**src/logic/display_field_pkg.sv**
```systemverilog
// Constants for the display field bit, vertical interrupt and default value block.
package display_field_pkg;
   localparam int ADDR_W = 5;
   localparam logic [4:0] OFS_DEFAULT_VALUE = 5'h00;
   localparam logic [4:0] OFS_VERT_IRQ = 5'h04;
   localparam logic [4:0] OFS_FIELD_BIT = 5'h08;
   localparam logic [4:0] OFS_IRQ_STATUS = 5'h0C;
   localparam logic [4:0] OFS_IRQ_MASK = 5'h10;
   localparam logic [4:0] OFS_LINE_STATUS = 5'h14;
   localparam logic [31:0] MASK_DEFAULT_VALUE = 32'hFFFF_00FF;
   localparam logic [31:0] MASK_VERT_IRQ = 32'h8FFF_8FFF;
   localparam logic [31:0] MASK_FIELD_BIT = 32'h0FFF_0FFF;
   localparam logic [31:0] MASK_IRQ = 32'h0000_0003;
   localparam logic [31:0] RESET_REG = 32'h0000_0000;
   localparam int CR_MSB = 31;
   localparam int CR_LSB = 24;
   localparam int CB_MSB = 23;
   localparam int CB_LSB = 16;
   localparam int Y_MSB = 7;
   localparam int Y_LSB = 0;
   localparam int F2_EN_BIT = 31;
   localparam int F1_EN_BIT = 15;
   localparam int HI_LINE_MSB = 27;
   localparam int HI_LINE_LSB = 16;
   localparam int LO_LINE_MSB = 11;
   localparam int LO_LINE_LSB = 0;
   localparam int LINE_W = 12;
   localparam int LANE_W = 10;
   localparam int IRQ_F1_BIT = 0;
   localparam int IRQ_F2_BIT = 1;
   localparam int STAT_FBIT_BIT = 16;
   localparam logic [11:0] FIRST_LINE = 12'h001;
   localparam logic [1:0] LANE_LSB_ZERO = 2'h0;
endpackage : display_field_pkg

```
**src/logic/display_field_timing.sv**
```systemverilog
// Field bit generation, per-field vertical interrupt and default display values with an Avalon-MM slave.
`timescale 1ns/10ps

// Overview of operation
// - Cb default from bits 23-16.
// - Y default from bits 7-0.
// - Reserved bits read zero, writes ignored.
// - Interrupt when line counter equals programmed line.
// - Per-field enables, bit 31 and 15.
// - Interrupt lines in 27-16 and 11-0.
// - F cleared at EAV of field-1 line.
// - F set at EAV of field-2 line.
// - F independent of field indicator output.
// - Field bit lines 27-16 and 11-0, rest zero.
// - Defaults on upper eight lane bits, LSBs zero.
module display_field_timing
   import display_field_pkg::*;
(
   input wire logic mclk,
   input wire logic rst_n,
   input wire logic [ADDR_W-1:0] address,
   input wire logic read,
   input wire logic write,
   input wire logic [3:0] byteenable,
   input wire logic [31:0] writedata,
   output logic [31:0] readdata,
   output logic waitrequest,
   input wire logic line_start,
   input wire logic frame_start,
   input wire logic chroma_sel,
   output logic field_bit,
   output logic [LINE_W-1:0] frame_line_counter,
   output logic [LANE_W-1:0] luma_lane,
   output logic [LANE_W-1:0] chroma_lane,
   output logic vertical_interrupt
);

   logic [31:0] default_value_q;
   logic [31:0] vert_irq_q;
   logic [31:0] field_bit_lines_q;
   logic [1:0] irq_status_q;
   logic [1:0] irq_mask_q;
   logic [LINE_W-1:0] line_cnt_q;
   logic [LINE_W-1:0] line_cnt_d;
   logic f_bit_q;
   logic wait_q;
   logic [31:0] rdata_q;
   logic [LANE_W-1:0] luma_q;
   logic [LANE_W-1:0] chroma_q;
   logic irq_q;
   logic access_done;
   logic [1:0] irq_event;
   logic [1:0] irq_clear;

   // Merges the enabled byte lanes of a write and forces reserved bits to zero.
   function automatic logic [31:0] merge_write(input logic [31:0] old_v, input logic [31:0] new_v,
                                               input logic [3:0] be, input logic [31:0] keep);
      logic [31:0] r;
      r = old_v;
      for (int i = 0; i < 4; i++) begin
         if (be[i]) begin
            r[i*8 +: 8] = new_v[i*8 +: 8];
         end
      end
      return r & keep;
   endfunction : merge_write

   // A transfer completes on the edge where the slave shows waitrequest low.
   assign access_done = (read || write) && !wait_q;

   // One wait state on every access so read data can come from a flip-flop.
   always_ff @(posedge mclk) begin
      if (!rst_n) begin
         wait_q <= 1'b1;
      end else if ((read || write) && wait_q) begin
         wait_q <= 1'b0;
      end else begin
         wait_q <= 1'b1;
      end
   end

   always_ff @(posedge mclk) begin
      if (!rst_n) begin
         rdata_q <= RESET_REG;
      end else if (read && wait_q) begin
         unique case (address)
            OFS_DEFAULT_VALUE: rdata_q <= default_value_q & MASK_DEFAULT_VALUE;
            OFS_VERT_IRQ: rdata_q <= vert_irq_q & MASK_VERT_IRQ;
            OFS_FIELD_BIT: rdata_q <= field_bit_lines_q & MASK_FIELD_BIT;
            OFS_IRQ_STATUS: rdata_q <= {30'h0, irq_status_q};
            OFS_IRQ_MASK: rdata_q <= {30'h0, irq_mask_q};
            OFS_LINE_STATUS: rdata_q <= {15'h0, f_bit_q, 4'h0, line_cnt_q};
            default: rdata_q <= RESET_REG;
         endcase
      end
   end

   always_ff @(posedge mclk) begin
      if (!rst_n) begin
         default_value_q <= RESET_REG;
         vert_irq_q <= RESET_REG;
         field_bit_lines_q <= RESET_REG;
         irq_mask_q <= 2'h0;
      end else if (access_done && write) begin
         unique case (address)
            OFS_DEFAULT_VALUE: default_value_q <= merge_write(default_value_q, writedata, byteenable,
                                                              MASK_DEFAULT_VALUE);
            OFS_VERT_IRQ: vert_irq_q <= merge_write(vert_irq_q, writedata, byteenable, MASK_VERT_IRQ);
            OFS_FIELD_BIT: field_bit_lines_q <= merge_write(field_bit_lines_q, writedata, byteenable,
                                                            MASK_FIELD_BIT);
            OFS_IRQ_MASK: irq_mask_q <= 2'(merge_write({30'h0, irq_mask_q}, writedata, byteenable,
                                                       MASK_IRQ));
            default: irq_mask_q <= irq_mask_q;
         endcase
      end
   end

   // The counter starts each frame at line one and steps at every line start.
   always_comb begin
      if (frame_start) begin
         line_cnt_d = FIRST_LINE;
      end else if (line_start) begin
         line_cnt_d = line_cnt_q + FIRST_LINE;
      end else begin
         line_cnt_d = line_cnt_q;
      end
   end

   always_ff @(posedge mclk) begin
      if (!rst_n) begin
         line_cnt_q <= '0;
      end else begin
         line_cnt_q <= line_cnt_d;
      end
   end

   // F changes only at the EAV of a line start; the field indicator output plays no part here.
   always_ff @(posedge mclk) begin
      if (!rst_n) begin
         f_bit_q <= 1'b0;
      end else if (frame_start || line_start) begin
         if (line_cnt_d == field_bit_lines_q[LO_LINE_MSB:LO_LINE_LSB]) begin
            f_bit_q <= 1'b0;
         end else if (line_cnt_d == field_bit_lines_q[HI_LINE_MSB:HI_LINE_LSB]) begin
            f_bit_q <= 1'b1;
         end
      end
   end

   // A line is finished when the next one starts, so the match is on the count still held.
   assign irq_event[IRQ_F1_BIT] = (line_start || frame_start) && vert_irq_q[F1_EN_BIT] &&
                                  (line_cnt_q == vert_irq_q[LO_LINE_MSB:LO_LINE_LSB]);
   assign irq_event[IRQ_F2_BIT] = (line_start || frame_start) && vert_irq_q[F2_EN_BIT] &&
                                  (line_cnt_q == vert_irq_q[HI_LINE_MSB:HI_LINE_LSB]);
   assign irq_clear = (access_done && write && address == OFS_IRQ_STATUS && byteenable[0]) ?
                      writedata[1:0] : 2'h0;

   // A new event in the clearing cycle wins so it is never lost.
   always_ff @(posedge mclk) begin
      if (!rst_n) begin
         irq_status_q <= 2'h0;
      end else begin
         irq_status_q <= (irq_status_q & ~irq_clear) | irq_event;
      end
   end

   always_ff @(posedge mclk) begin
      if (!rst_n) begin
         irq_q <= 1'b0;
      end else begin
         irq_q <= |(((irq_status_q & ~irq_clear) | irq_event) & irq_mask_q);
      end
   end

   // Lanes carry the eight stored bits on top; the two fraction bits are always zero.
   always_ff @(posedge mclk) begin
      if (!rst_n) begin
         luma_q <= '0;
         chroma_q <= '0;
      end else begin
         luma_q <= {default_value_q[Y_MSB:Y_LSB], LANE_LSB_ZERO};
         chroma_q <= chroma_sel ? {default_value_q[CR_MSB:CR_LSB], LANE_LSB_ZERO} :
                                  {default_value_q[CB_MSB:CB_LSB], LANE_LSB_ZERO};
      end
   end

   assign readdata = rdata_q;
   assign waitrequest = wait_q;
   assign field_bit = f_bit_q;
   assign frame_line_counter = line_cnt_q;
   assign luma_lane = luma_q;
   assign chroma_lane = chroma_q;
   assign vertical_interrupt = irq_q;

   a_fbit_clear: assert property (@(posedge mclk) disable iff (!rst_n)
      (line_start || frame_start) && line_cnt_d == field_bit_lines_q[11:0] |=> !f_bit_q)
      else $error("F bit not cleared at field 1 line.");
   a_fbit_set: assert property (@(posedge mclk) disable iff (!rst_n)
      (line_start || frame_start) && line_cnt_d == field_bit_lines_q[27:16] &&
      line_cnt_d != field_bit_lines_q[11:0] |=> f_bit_q)
      else $error("F bit not set at field 2 line.");
   a_fbit_hold: assert property (@(posedge mclk) disable iff (!rst_n)
      !(line_start || frame_start) |=> $stable(f_bit_q))
      else $error("F bit changed away from a line start.");
   a_irq_field1: assert property (@(posedge mclk) disable iff (!rst_n)
      line_start && vert_irq_q[15] && line_cnt_q == vert_irq_q[11:0] |=> irq_status_q[0])
      else $error("Field 1 interrupt not flagged.");
   a_irq_field2_off: assert property (@(posedge mclk) disable iff (!rst_n)
      !irq_status_q[1] && !vert_irq_q[31] |=> !irq_status_q[1])
      else $error("Disabled field 2 interrupt flagged.");
   a_irq_output: assert property (@(posedge mclk) disable iff (!rst_n)
      ##1 vertical_interrupt == |(irq_status_q & $past(irq_mask_q)))
      else $error("Interrupt output did not follow status.");
   a_reserved_zero: assert property (@(posedge mclk) disable iff (!rst_n)
      (default_value_q & ~MASK_DEFAULT_VALUE) == 32'h0 && (vert_irq_q & ~MASK_VERT_IRQ) == 32'h0 &&
      (field_bit_lines_q & ~MASK_FIELD_BIT) == 32'h0)
      else $error("Reserved bit held a one.");
   a_lane_lsbs: assert property (@(posedge mclk) disable iff (!rst_n)
      luma_lane[1:0] == 2'h0 && chroma_lane[1:0] == 2'h0)
      else $error("Lane low bits not zero.");
   a_luma_value: assert property (@(posedge mclk) disable iff (!rst_n)
      ##1 luma_lane[9:2] == $past(default_value_q[7:0]))
      else $error("Luma lane does not carry default.");
   a_line_restart: assert property (@(posedge mclk) disable iff (!rst_n)
      frame_start |=> line_cnt_q == 12'h001)
      else $error("Line counter did not restart.");
   a_bus_answer: assert property (@(posedge mclk) disable iff (!rst_n)
      (read || write) && waitrequest |=> !waitrequest)
      else $error("Bus answer not after one wait state.");

   a_fbit_no_rise: assert property (@(posedge mclk) disable iff (!rst_n)
      (line_start || frame_start) && !f_bit_q &&
      line_cnt_d != field_bit_lines_q[HI_LINE_MSB:HI_LINE_LSB]
      |=> !f_bit_q)
      else $error("F bit rose away from the field 2 line.");
   a_fbit_no_fall: assert property (@(posedge mclk) disable iff (!rst_n)
      (line_start || frame_start) && f_bit_q &&
      line_cnt_d != field_bit_lines_q[LO_LINE_MSB:LO_LINE_LSB]
      |=> f_bit_q)
      else $error("F bit fell away from the field 1 line.");

   a_irq_field2: assert property (@(posedge mclk) disable iff (!rst_n)
      line_start && vert_irq_q[F2_EN_BIT] &&
      line_cnt_q == vert_irq_q[HI_LINE_MSB:HI_LINE_LSB]
      |=> irq_status_q[IRQ_F2_BIT])
      else $error("Field 2 interrupt not flagged.");
   a_irq_field1_off: assert property (@(posedge mclk) disable iff (!rst_n)
      !irq_status_q[IRQ_F1_BIT] && !vert_irq_q[F1_EN_BIT]
      |=> !irq_status_q[IRQ_F1_BIT])
      else $error("Disabled field 1 interrupt flagged.");
   a_set_wins_f1: assert property (@(posedge mclk) disable iff (!rst_n)
      irq_event[IRQ_F1_BIT]
      |=> irq_status_q[IRQ_F1_BIT])
      else $error("Field 1 event lost.");
   a_set_wins_f2: assert property (@(posedge mclk) disable iff (!rst_n)
      irq_event[IRQ_F2_BIT]
      |=> irq_status_q[IRQ_F2_BIT])
      else $error("Field 2 event lost.");
   a_quiet_f1: assert property (@(posedge mclk) disable iff (!rst_n)
      !(line_start || frame_start) && !irq_status_q[IRQ_F1_BIT]
      |=> !irq_status_q[IRQ_F1_BIT])
      else $error("Field 1 flag set away from a line start.");
   a_quiet_f2: assert property (@(posedge mclk) disable iff (!rst_n)
      !(line_start || frame_start) && !irq_status_q[IRQ_F2_BIT]
      |=> !irq_status_q[IRQ_F2_BIT])
      else $error("Field 2 flag set away from a line start.");
   a_clear_f1: assert property (@(posedge mclk) disable iff (!rst_n)
      irq_clear[IRQ_F1_BIT] && !irq_event[IRQ_F1_BIT]
      |=> !irq_status_q[IRQ_F1_BIT])
      else $error("Field 1 flag not cleared.");
   a_clear_f2: assert property (@(posedge mclk) disable iff (!rst_n)
      irq_clear[IRQ_F2_BIT] && !irq_event[IRQ_F2_BIT]
      |=> !irq_status_q[IRQ_F2_BIT])
      else $error("Field 2 flag not cleared.");
   a_irq_masked: assert property (@(posedge mclk) disable iff (!rst_n)
      irq_mask_q == 2'h0
      |=> !vertical_interrupt)
      else $error("Interrupt raised with every source masked.");
   a_irq_flag_out: assert property (@(posedge mclk) disable iff (!rst_n)
      vertical_interrupt
      |-> |irq_status_q)
      else $error("Interrupt high with no flag set.");

   a_cb_value: assert property (@(posedge mclk) disable iff (!rst_n)
      !chroma_sel
      |=> chroma_lane[9:2] == $past(default_value_q[CB_MSB:CB_LSB]))
      else $error("Chroma lane does not carry the Cb default.");
   a_cr_value: assert property (@(posedge mclk) disable iff (!rst_n)
      chroma_sel
      |=> chroma_lane[9:2] == $past(default_value_q[CR_MSB:CR_LSB]))
      else $error("Chroma lane does not carry the Cr default.");
   a_line_step: assert property (@(posedge mclk) disable iff (!rst_n)
      line_start && !frame_start
      |=> line_cnt_q == $past(line_cnt_q) + 12'h001)
      else $error("Line counter did not step.");
   a_line_hold: assert property (@(posedge mclk) disable iff (!rst_n)
      !line_start && !frame_start
      |=> $stable(line_cnt_q))
      else $error("Line counter moved between lines.");

   a_bus_one_low: assert property (@(posedge mclk) disable iff (!rst_n)
      !waitrequest
      |=> waitrequest)
      else $error("Bus answer stood longer than one cycle.");
   a_bus_idle: assert property (@(posedge mclk) disable iff (!rst_n)
      !read && !write
      |=> waitrequest)
      else $error("Bus answered with no request.");
   a_cfg_hold: assert property (@(posedge mclk) disable iff (!rst_n)
      !(write && !waitrequest)
      |=> $stable(default_value_q) && $stable(vert_irq_q) && $stable(field_bit_lines_q))
      else $error("Setting changed without a completed write.");
   a_rd_default: assert property (@(posedge mclk) disable iff (!rst_n)
      read && !waitrequest && address == OFS_DEFAULT_VALUE
      |-> (readdata & ~MASK_DEFAULT_VALUE) == 32'h0)
      else $error("Default value read showed a reserved one.");
   a_rd_vert_irq: assert property (@(posedge mclk) disable iff (!rst_n)
      read && !waitrequest && address == OFS_VERT_IRQ
      |-> (readdata & ~MASK_VERT_IRQ) == 32'h0)
      else $error("Vertical interrupt read showed a reserved one.");
   a_rd_field_bit: assert property (@(posedge mclk) disable iff (!rst_n)
      read && !waitrequest && address == OFS_FIELD_BIT
      |-> (readdata & ~MASK_FIELD_BIT) == 32'h0)
      else $error("Field bit read showed a reserved one.");
   a_rd_irq_regs: assert property (@(posedge mclk) disable iff (!rst_n)
      read && !waitrequest && (address == OFS_IRQ_STATUS || address == OFS_IRQ_MASK)
      |-> (readdata & ~MASK_IRQ) == 32'h0)
      else $error("Interrupt register read showed a reserved one.");
   a_rd_line_status: assert property (@(posedge mclk) disable iff (!rst_n)
      read && !waitrequest && address == OFS_LINE_STATUS
      |-> readdata[LINE_W-1:0] == $past(line_cnt_q) && readdata[STAT_FBIT_BIT] == $past(f_bit_q))
      else $error("Line status read does not match the counter.");
   a_rd_unmapped: assert property (@(posedge mclk) disable iff (!rst_n)
      read && !waitrequest && address > OFS_LINE_STATUS
      |-> readdata == 32'h0)
      else $error("Unmapped read returned data.");

   c_field_change: cover property (@(posedge mclk) disable iff (!rst_n) !f_bit_q ##1 f_bit_q);
   c_irq_raised: cover property (@(posedge mclk) disable iff (!rst_n) !vertical_interrupt ##1 vertical_interrupt);
   c_clear_race: cover property (@(posedge mclk) disable iff (!rst_n) |(irq_clear & irq_event));
   c_field_clear: cover property (@(posedge mclk) disable iff (!rst_n) f_bit_q ##1 !f_bit_q);
   c_both_pending: cover property (@(posedge mclk) disable iff (!rst_n) irq_status_q == 2'h3);
endmodule : display_field_timing

```
**config.mk**
```make
export PLATFORM = sky130hd
export DESIGN_NAME = display_field_timing
export DESIGN_NICKNAME = d
export VERILOG_FILES = /design/src/logic/display_field_pkg.sv /design/src/logic/display_field_timing.sv
export SDC_FILE = /design/constraint.sdc
export NUM_CORES = 1
export LEC_CHECK = 0
export ABC_AREA = 0
export BUFFER_PORTS_ARGS = -buffer_cell sky130_fd_sc_hd__buf_2
export CAP_MARGIN = 20
export CORE_ASPECT_RATIO = 0.75
export CORE_MARGIN = 2
export CORE_UTILIZATION = 58
export CTS_CLUSTER_SIZE = 25
export DETAILED_ROUTE_END_ITERATION = 8
export PLACE_DENSITY = 0.83
export SLEW_MARGIN = 20
export SYNTH_ARGS = -nofsm -noshare
export SYNTH_HDL_FRONTEND = slang
export SYNTH_SLANG_ARGS = --single-unit
```
**constraint.sdc**
```tcl
create_clock -name mclk -period 3.4 [get_ports mclk]
set_input_delay 0.51 -clock mclk [delete_from_list [all_inputs] [get_ports mclk]]
set_output_delay 0.51 -clock mclk [all_outputs]
set_load 0.01 [all_outputs]
```
==> impl.org <==
** Cells and area
- Filler cell count :: 773
- The number of antenna diodes in the final layout is 0.
- Relative to the synthesized area, the layout overhead comes to 16.9%.
- Of the cells placed in the final design, the portion with a size suffix greater than 1 is 0.212.
- Leading cell type in the layout, fill and taps excluded :: nor2_1
- Commonest non-fill, non-tap cells in the layout :: nor2_1, dfxtp_1, buf_2
- Post-Layout Inst Area :: 7390 um^2
- The final layout contains 835 nets.

** Clock network
- Total CTS buffers :: 17
- In this run the deepest clock path goes through 2 buffers.
- After clock tree synthesis, the repair step resized 0 gates.
- TritonCTS built the clock tree.
- Count of hold buffers inserted by post-cts repair :: 0
- Root Buffer :: clkbuf_16
- Clock Latency Late Sink :: 0.43 ns
- Number of post-CTS setup repair buffers :: 0
- In this run the number of H-tree levels came out at 4.
- The clock drives 138 sinks.
- Clock slew seen by the registers of the worst setup and hold paths :: 0.07 ns

** STA
- Slew at the pin with the worst max-slew slack :: 1.00 ns
- Setup violations, final :: 0
- Final critical-path required period :: 2.73 ns
- In the finished design, the share of the clock period the worst path needs comes to 0.803.
- Relative slew slack :: 0.330
- The number of max-slew violations in the final report was 0.
- Adding up every negative setup slack in the final design gives 0 ns.
- Worst clock skew :: 0.0128 ns
- The number of hold-slack violations in the final timing report was 0.
- F_max :: 0.366 GHz
- Hold timing on the final database bottoms out at a slack of 0.308 ns.
- Setup repair after global routing missed its margin :: false

** Route
- Vias/cell :: 6.20
- In this run the remaining antenna-violating nets after routing total 0.
- The detailed router placed 5795 vias in this run.
- Before antenna repair, the detailed router went through 6 iterations.
- After detailed routing, the total wire length is 18800 um.
- DRC violation count after routing :: 0
- For this block, the initial DRC count from the detailed router was 833.
- WL per Instance :: 20.1 um

** Synthesis
- The synthesized design contains 138 register bits.
- Counting flops with a built-in enable in the synthesized netlist gives 0.
- During synthesis, Yosys emitted a total of 0 warnings.
- The share of synthesized area in the top cell type comes to 0.437.
- Largest cells by area after synthesis :: dfxtp_1, mux2i_1, nor2_1
- Number of different library cells in the post-synthesis netlist :: 56
- The cell area that synthesis handed to floorplanning was 6320 um^2.
- Number of instances in the synthesized netlist :: 705
- Dominant cell type by area after synthesis :: dfxtp_1
- In the synthesized netlist the dominant register cell turns out to be dfxtp_1.
- For this run, the register share of the synthesized area comes to 0.437.
- For this run, asynchronously set or reset flops after synthesis account for 0.
- A synthesized cell averages 8.97 um^2.

** Hold path
- WHS Path Cells :: 2
- HP Class :: primary input to flop

** Global route
- Final global-route overflow total :: 0
- Entering global routing, the biggest net connects 58 pins.
- Via count of the first global-routing pass :: 5361
- Number of antenna violations at the first check in global routing :: 1
- For this run, the total global-route usage over all layers was measured as 0.317.
- Wire length of the first global-routing pass :: 28800 um

** Floorplan
- Measured along the y axis, the die boundary spans 94.4 um.
- Std-Cell Core Area :: 10500 um^2
- The die covers 11800 um^2.
- The floorplan step set the die width to 125 um.
- Row Count :: 32
- Total I/O pin count :: 115
- The initial utilization of the core area, before any placement, comes to 0.605.

** Worst setup path
- Category of the worst setup path capture point :: flop
- Type of element launching the critical path :: flop
- The critical path is of the flop to flop type.
- R2r worst-path depth :: 7
- Along the worst path, the maximum fanout reaches 12.
- Arrival time of the worst setup path :: 3.01 ns
- At the worst endpoint, the required time is 3.68 ns.

** Outcome
- The flow ran to the end, and the final reports show no timing, DRC or antenna violations.

** Power
- Total power for the finished layout comes to 3710 uW.
- Gate power share :: 0.047
- Internal portion of total power :: 2850 uW
- Of the total power, the clock network draws 0.514.
- Power density relative to cell area :: 502 nW/um^2
- Sequential share of power :: 0.440
- Summed over all cells, the static leakage comes to 0.00291 uW.
- Of the total power, the share spent switching nets is 0.230.
- IR analysis of the VDD net gives a maximum drop of 329 uV.
- Switching power total :: 853 uW

** Place
- In this run the cell area measured after placement is 6780 um^2.
- HPWL after detailed placement :: 13100 um
- During placement, the flow inserted port buffers numbering 104.
- Routability-driven placement finished with a final weighted congestion of 0.937.

** Job
- Max Cap Viol :: 0
final timing paths:
kind | startpoint | end | slack (ns)
worst max-delay path | frame_line_counter[2]$_SDFF_PN0_ | field_bit$_SDFFE_PN0P_ | 0.67
worst min-delay path | write | waitrequest$_SDFF_PN1_ | 0.31
worst max register to register | frame_line_counter[2]$_SDFF_PN0_ | field_bit$_SDFFE_PN0P_ | 0.67
worst min register to register | readdata[30]$_SDFFE_PN0P_ | readdata[30]$_SDFFE_PN0P_ | 0.46
Yosys cell counts, drive strengths merged, types with 5 or more instances:
master	instances
dfxtp	138
buf	16
inv	5
xor2	22
xnor2	22
nand2	37
nand3	8
nand4	9
nor3	8
nor4	5
a222oi	18
a21oi	61
o21ai	27
mux2i	78
nor2	145
mux2	8
and2	11
clkbuf	40
power groups by stage:
stage	logic (uW)	clock network, uW	registers [uW]
5_1_grt	184	1990	1630
2_1_floorplan	106	0	1670
3_5_place_dp	166	0	1670
4_1_cts	168	1910	1630
3_3_place_gp	162	0	1660
6_report	174	1900	1630
cells by family after synthesis:
logic type               Yosys count  share of synthesized area
other                              1                   0.000593
multiplexers                      86                      0.138
adder cells (fa/ha/maj)            1                    0.00198
AND/OR/NAND/NOR                  248                      0.181
AO/OA/AOI/OAI                    126                      0.128
buffers and inverters             61                     0.0536
XOR/XNOR                          44                     0.0609
flip-flops                       138                      0.437
worst max-delay path: stages, from the launching register on:
cell	delay (ns)
dfxtp_1	0.61
nand4_2	0.40
or4_1	0.61
a21oi_1	0.33
xnor2_1	0.16
o211ai_1	0.12
nor3_1	0.26
a211oi_2	0.09
registers in the layout, indices dropped and copies added (netlist names):
name,flops
readdata,29
luma_lane,8
waitrequest,1
irq_mask_q,2
irq_status_q,2
field_bit_lines_q,24
frame_line_counter,12
default_value_q,24
vert_irq_q,26
chroma_lane,8
field_bit,1
vertical_interrupt,1
per-stage QoR:
stage / util / setup WS (ns) / cells
finish: 0.707 / 0.669 / 935
global route: 0.707 / 0.562 / 935
CTS: 0.707 / 0.733 / 935
detailed placement: 0.649 / 0.624 / 903
global placement: 0.649 / 0.743 / 903
floorplan: - / 1.22 / 711
routing by layer:
layer / wire length, um / global-route usage
met5: 13 / 0
met4: 358 / 0.0880
met3: 2460 / 0.103
met2: 8030 / 0.479
met1: 7900 / 0.439
final cells by class:
cell class | instances | area [um^2] | area share
Multi-Input combinational cell | 512 | 3250 | 0.439
Clock inverter | 13 | 169 | 0.0229
Tap cell | 136 | 170 | 0.0230
Clock buffer | 19 | 443 | 0.0599
Sequential cell | 138 | 2760 | 0.374
Timing Repair Buffer | 112 | 581 | 0.0786
Inverter | 5 | 20.0 | 0.00271
Note: power is estimated with default switching activity, not from simulation.
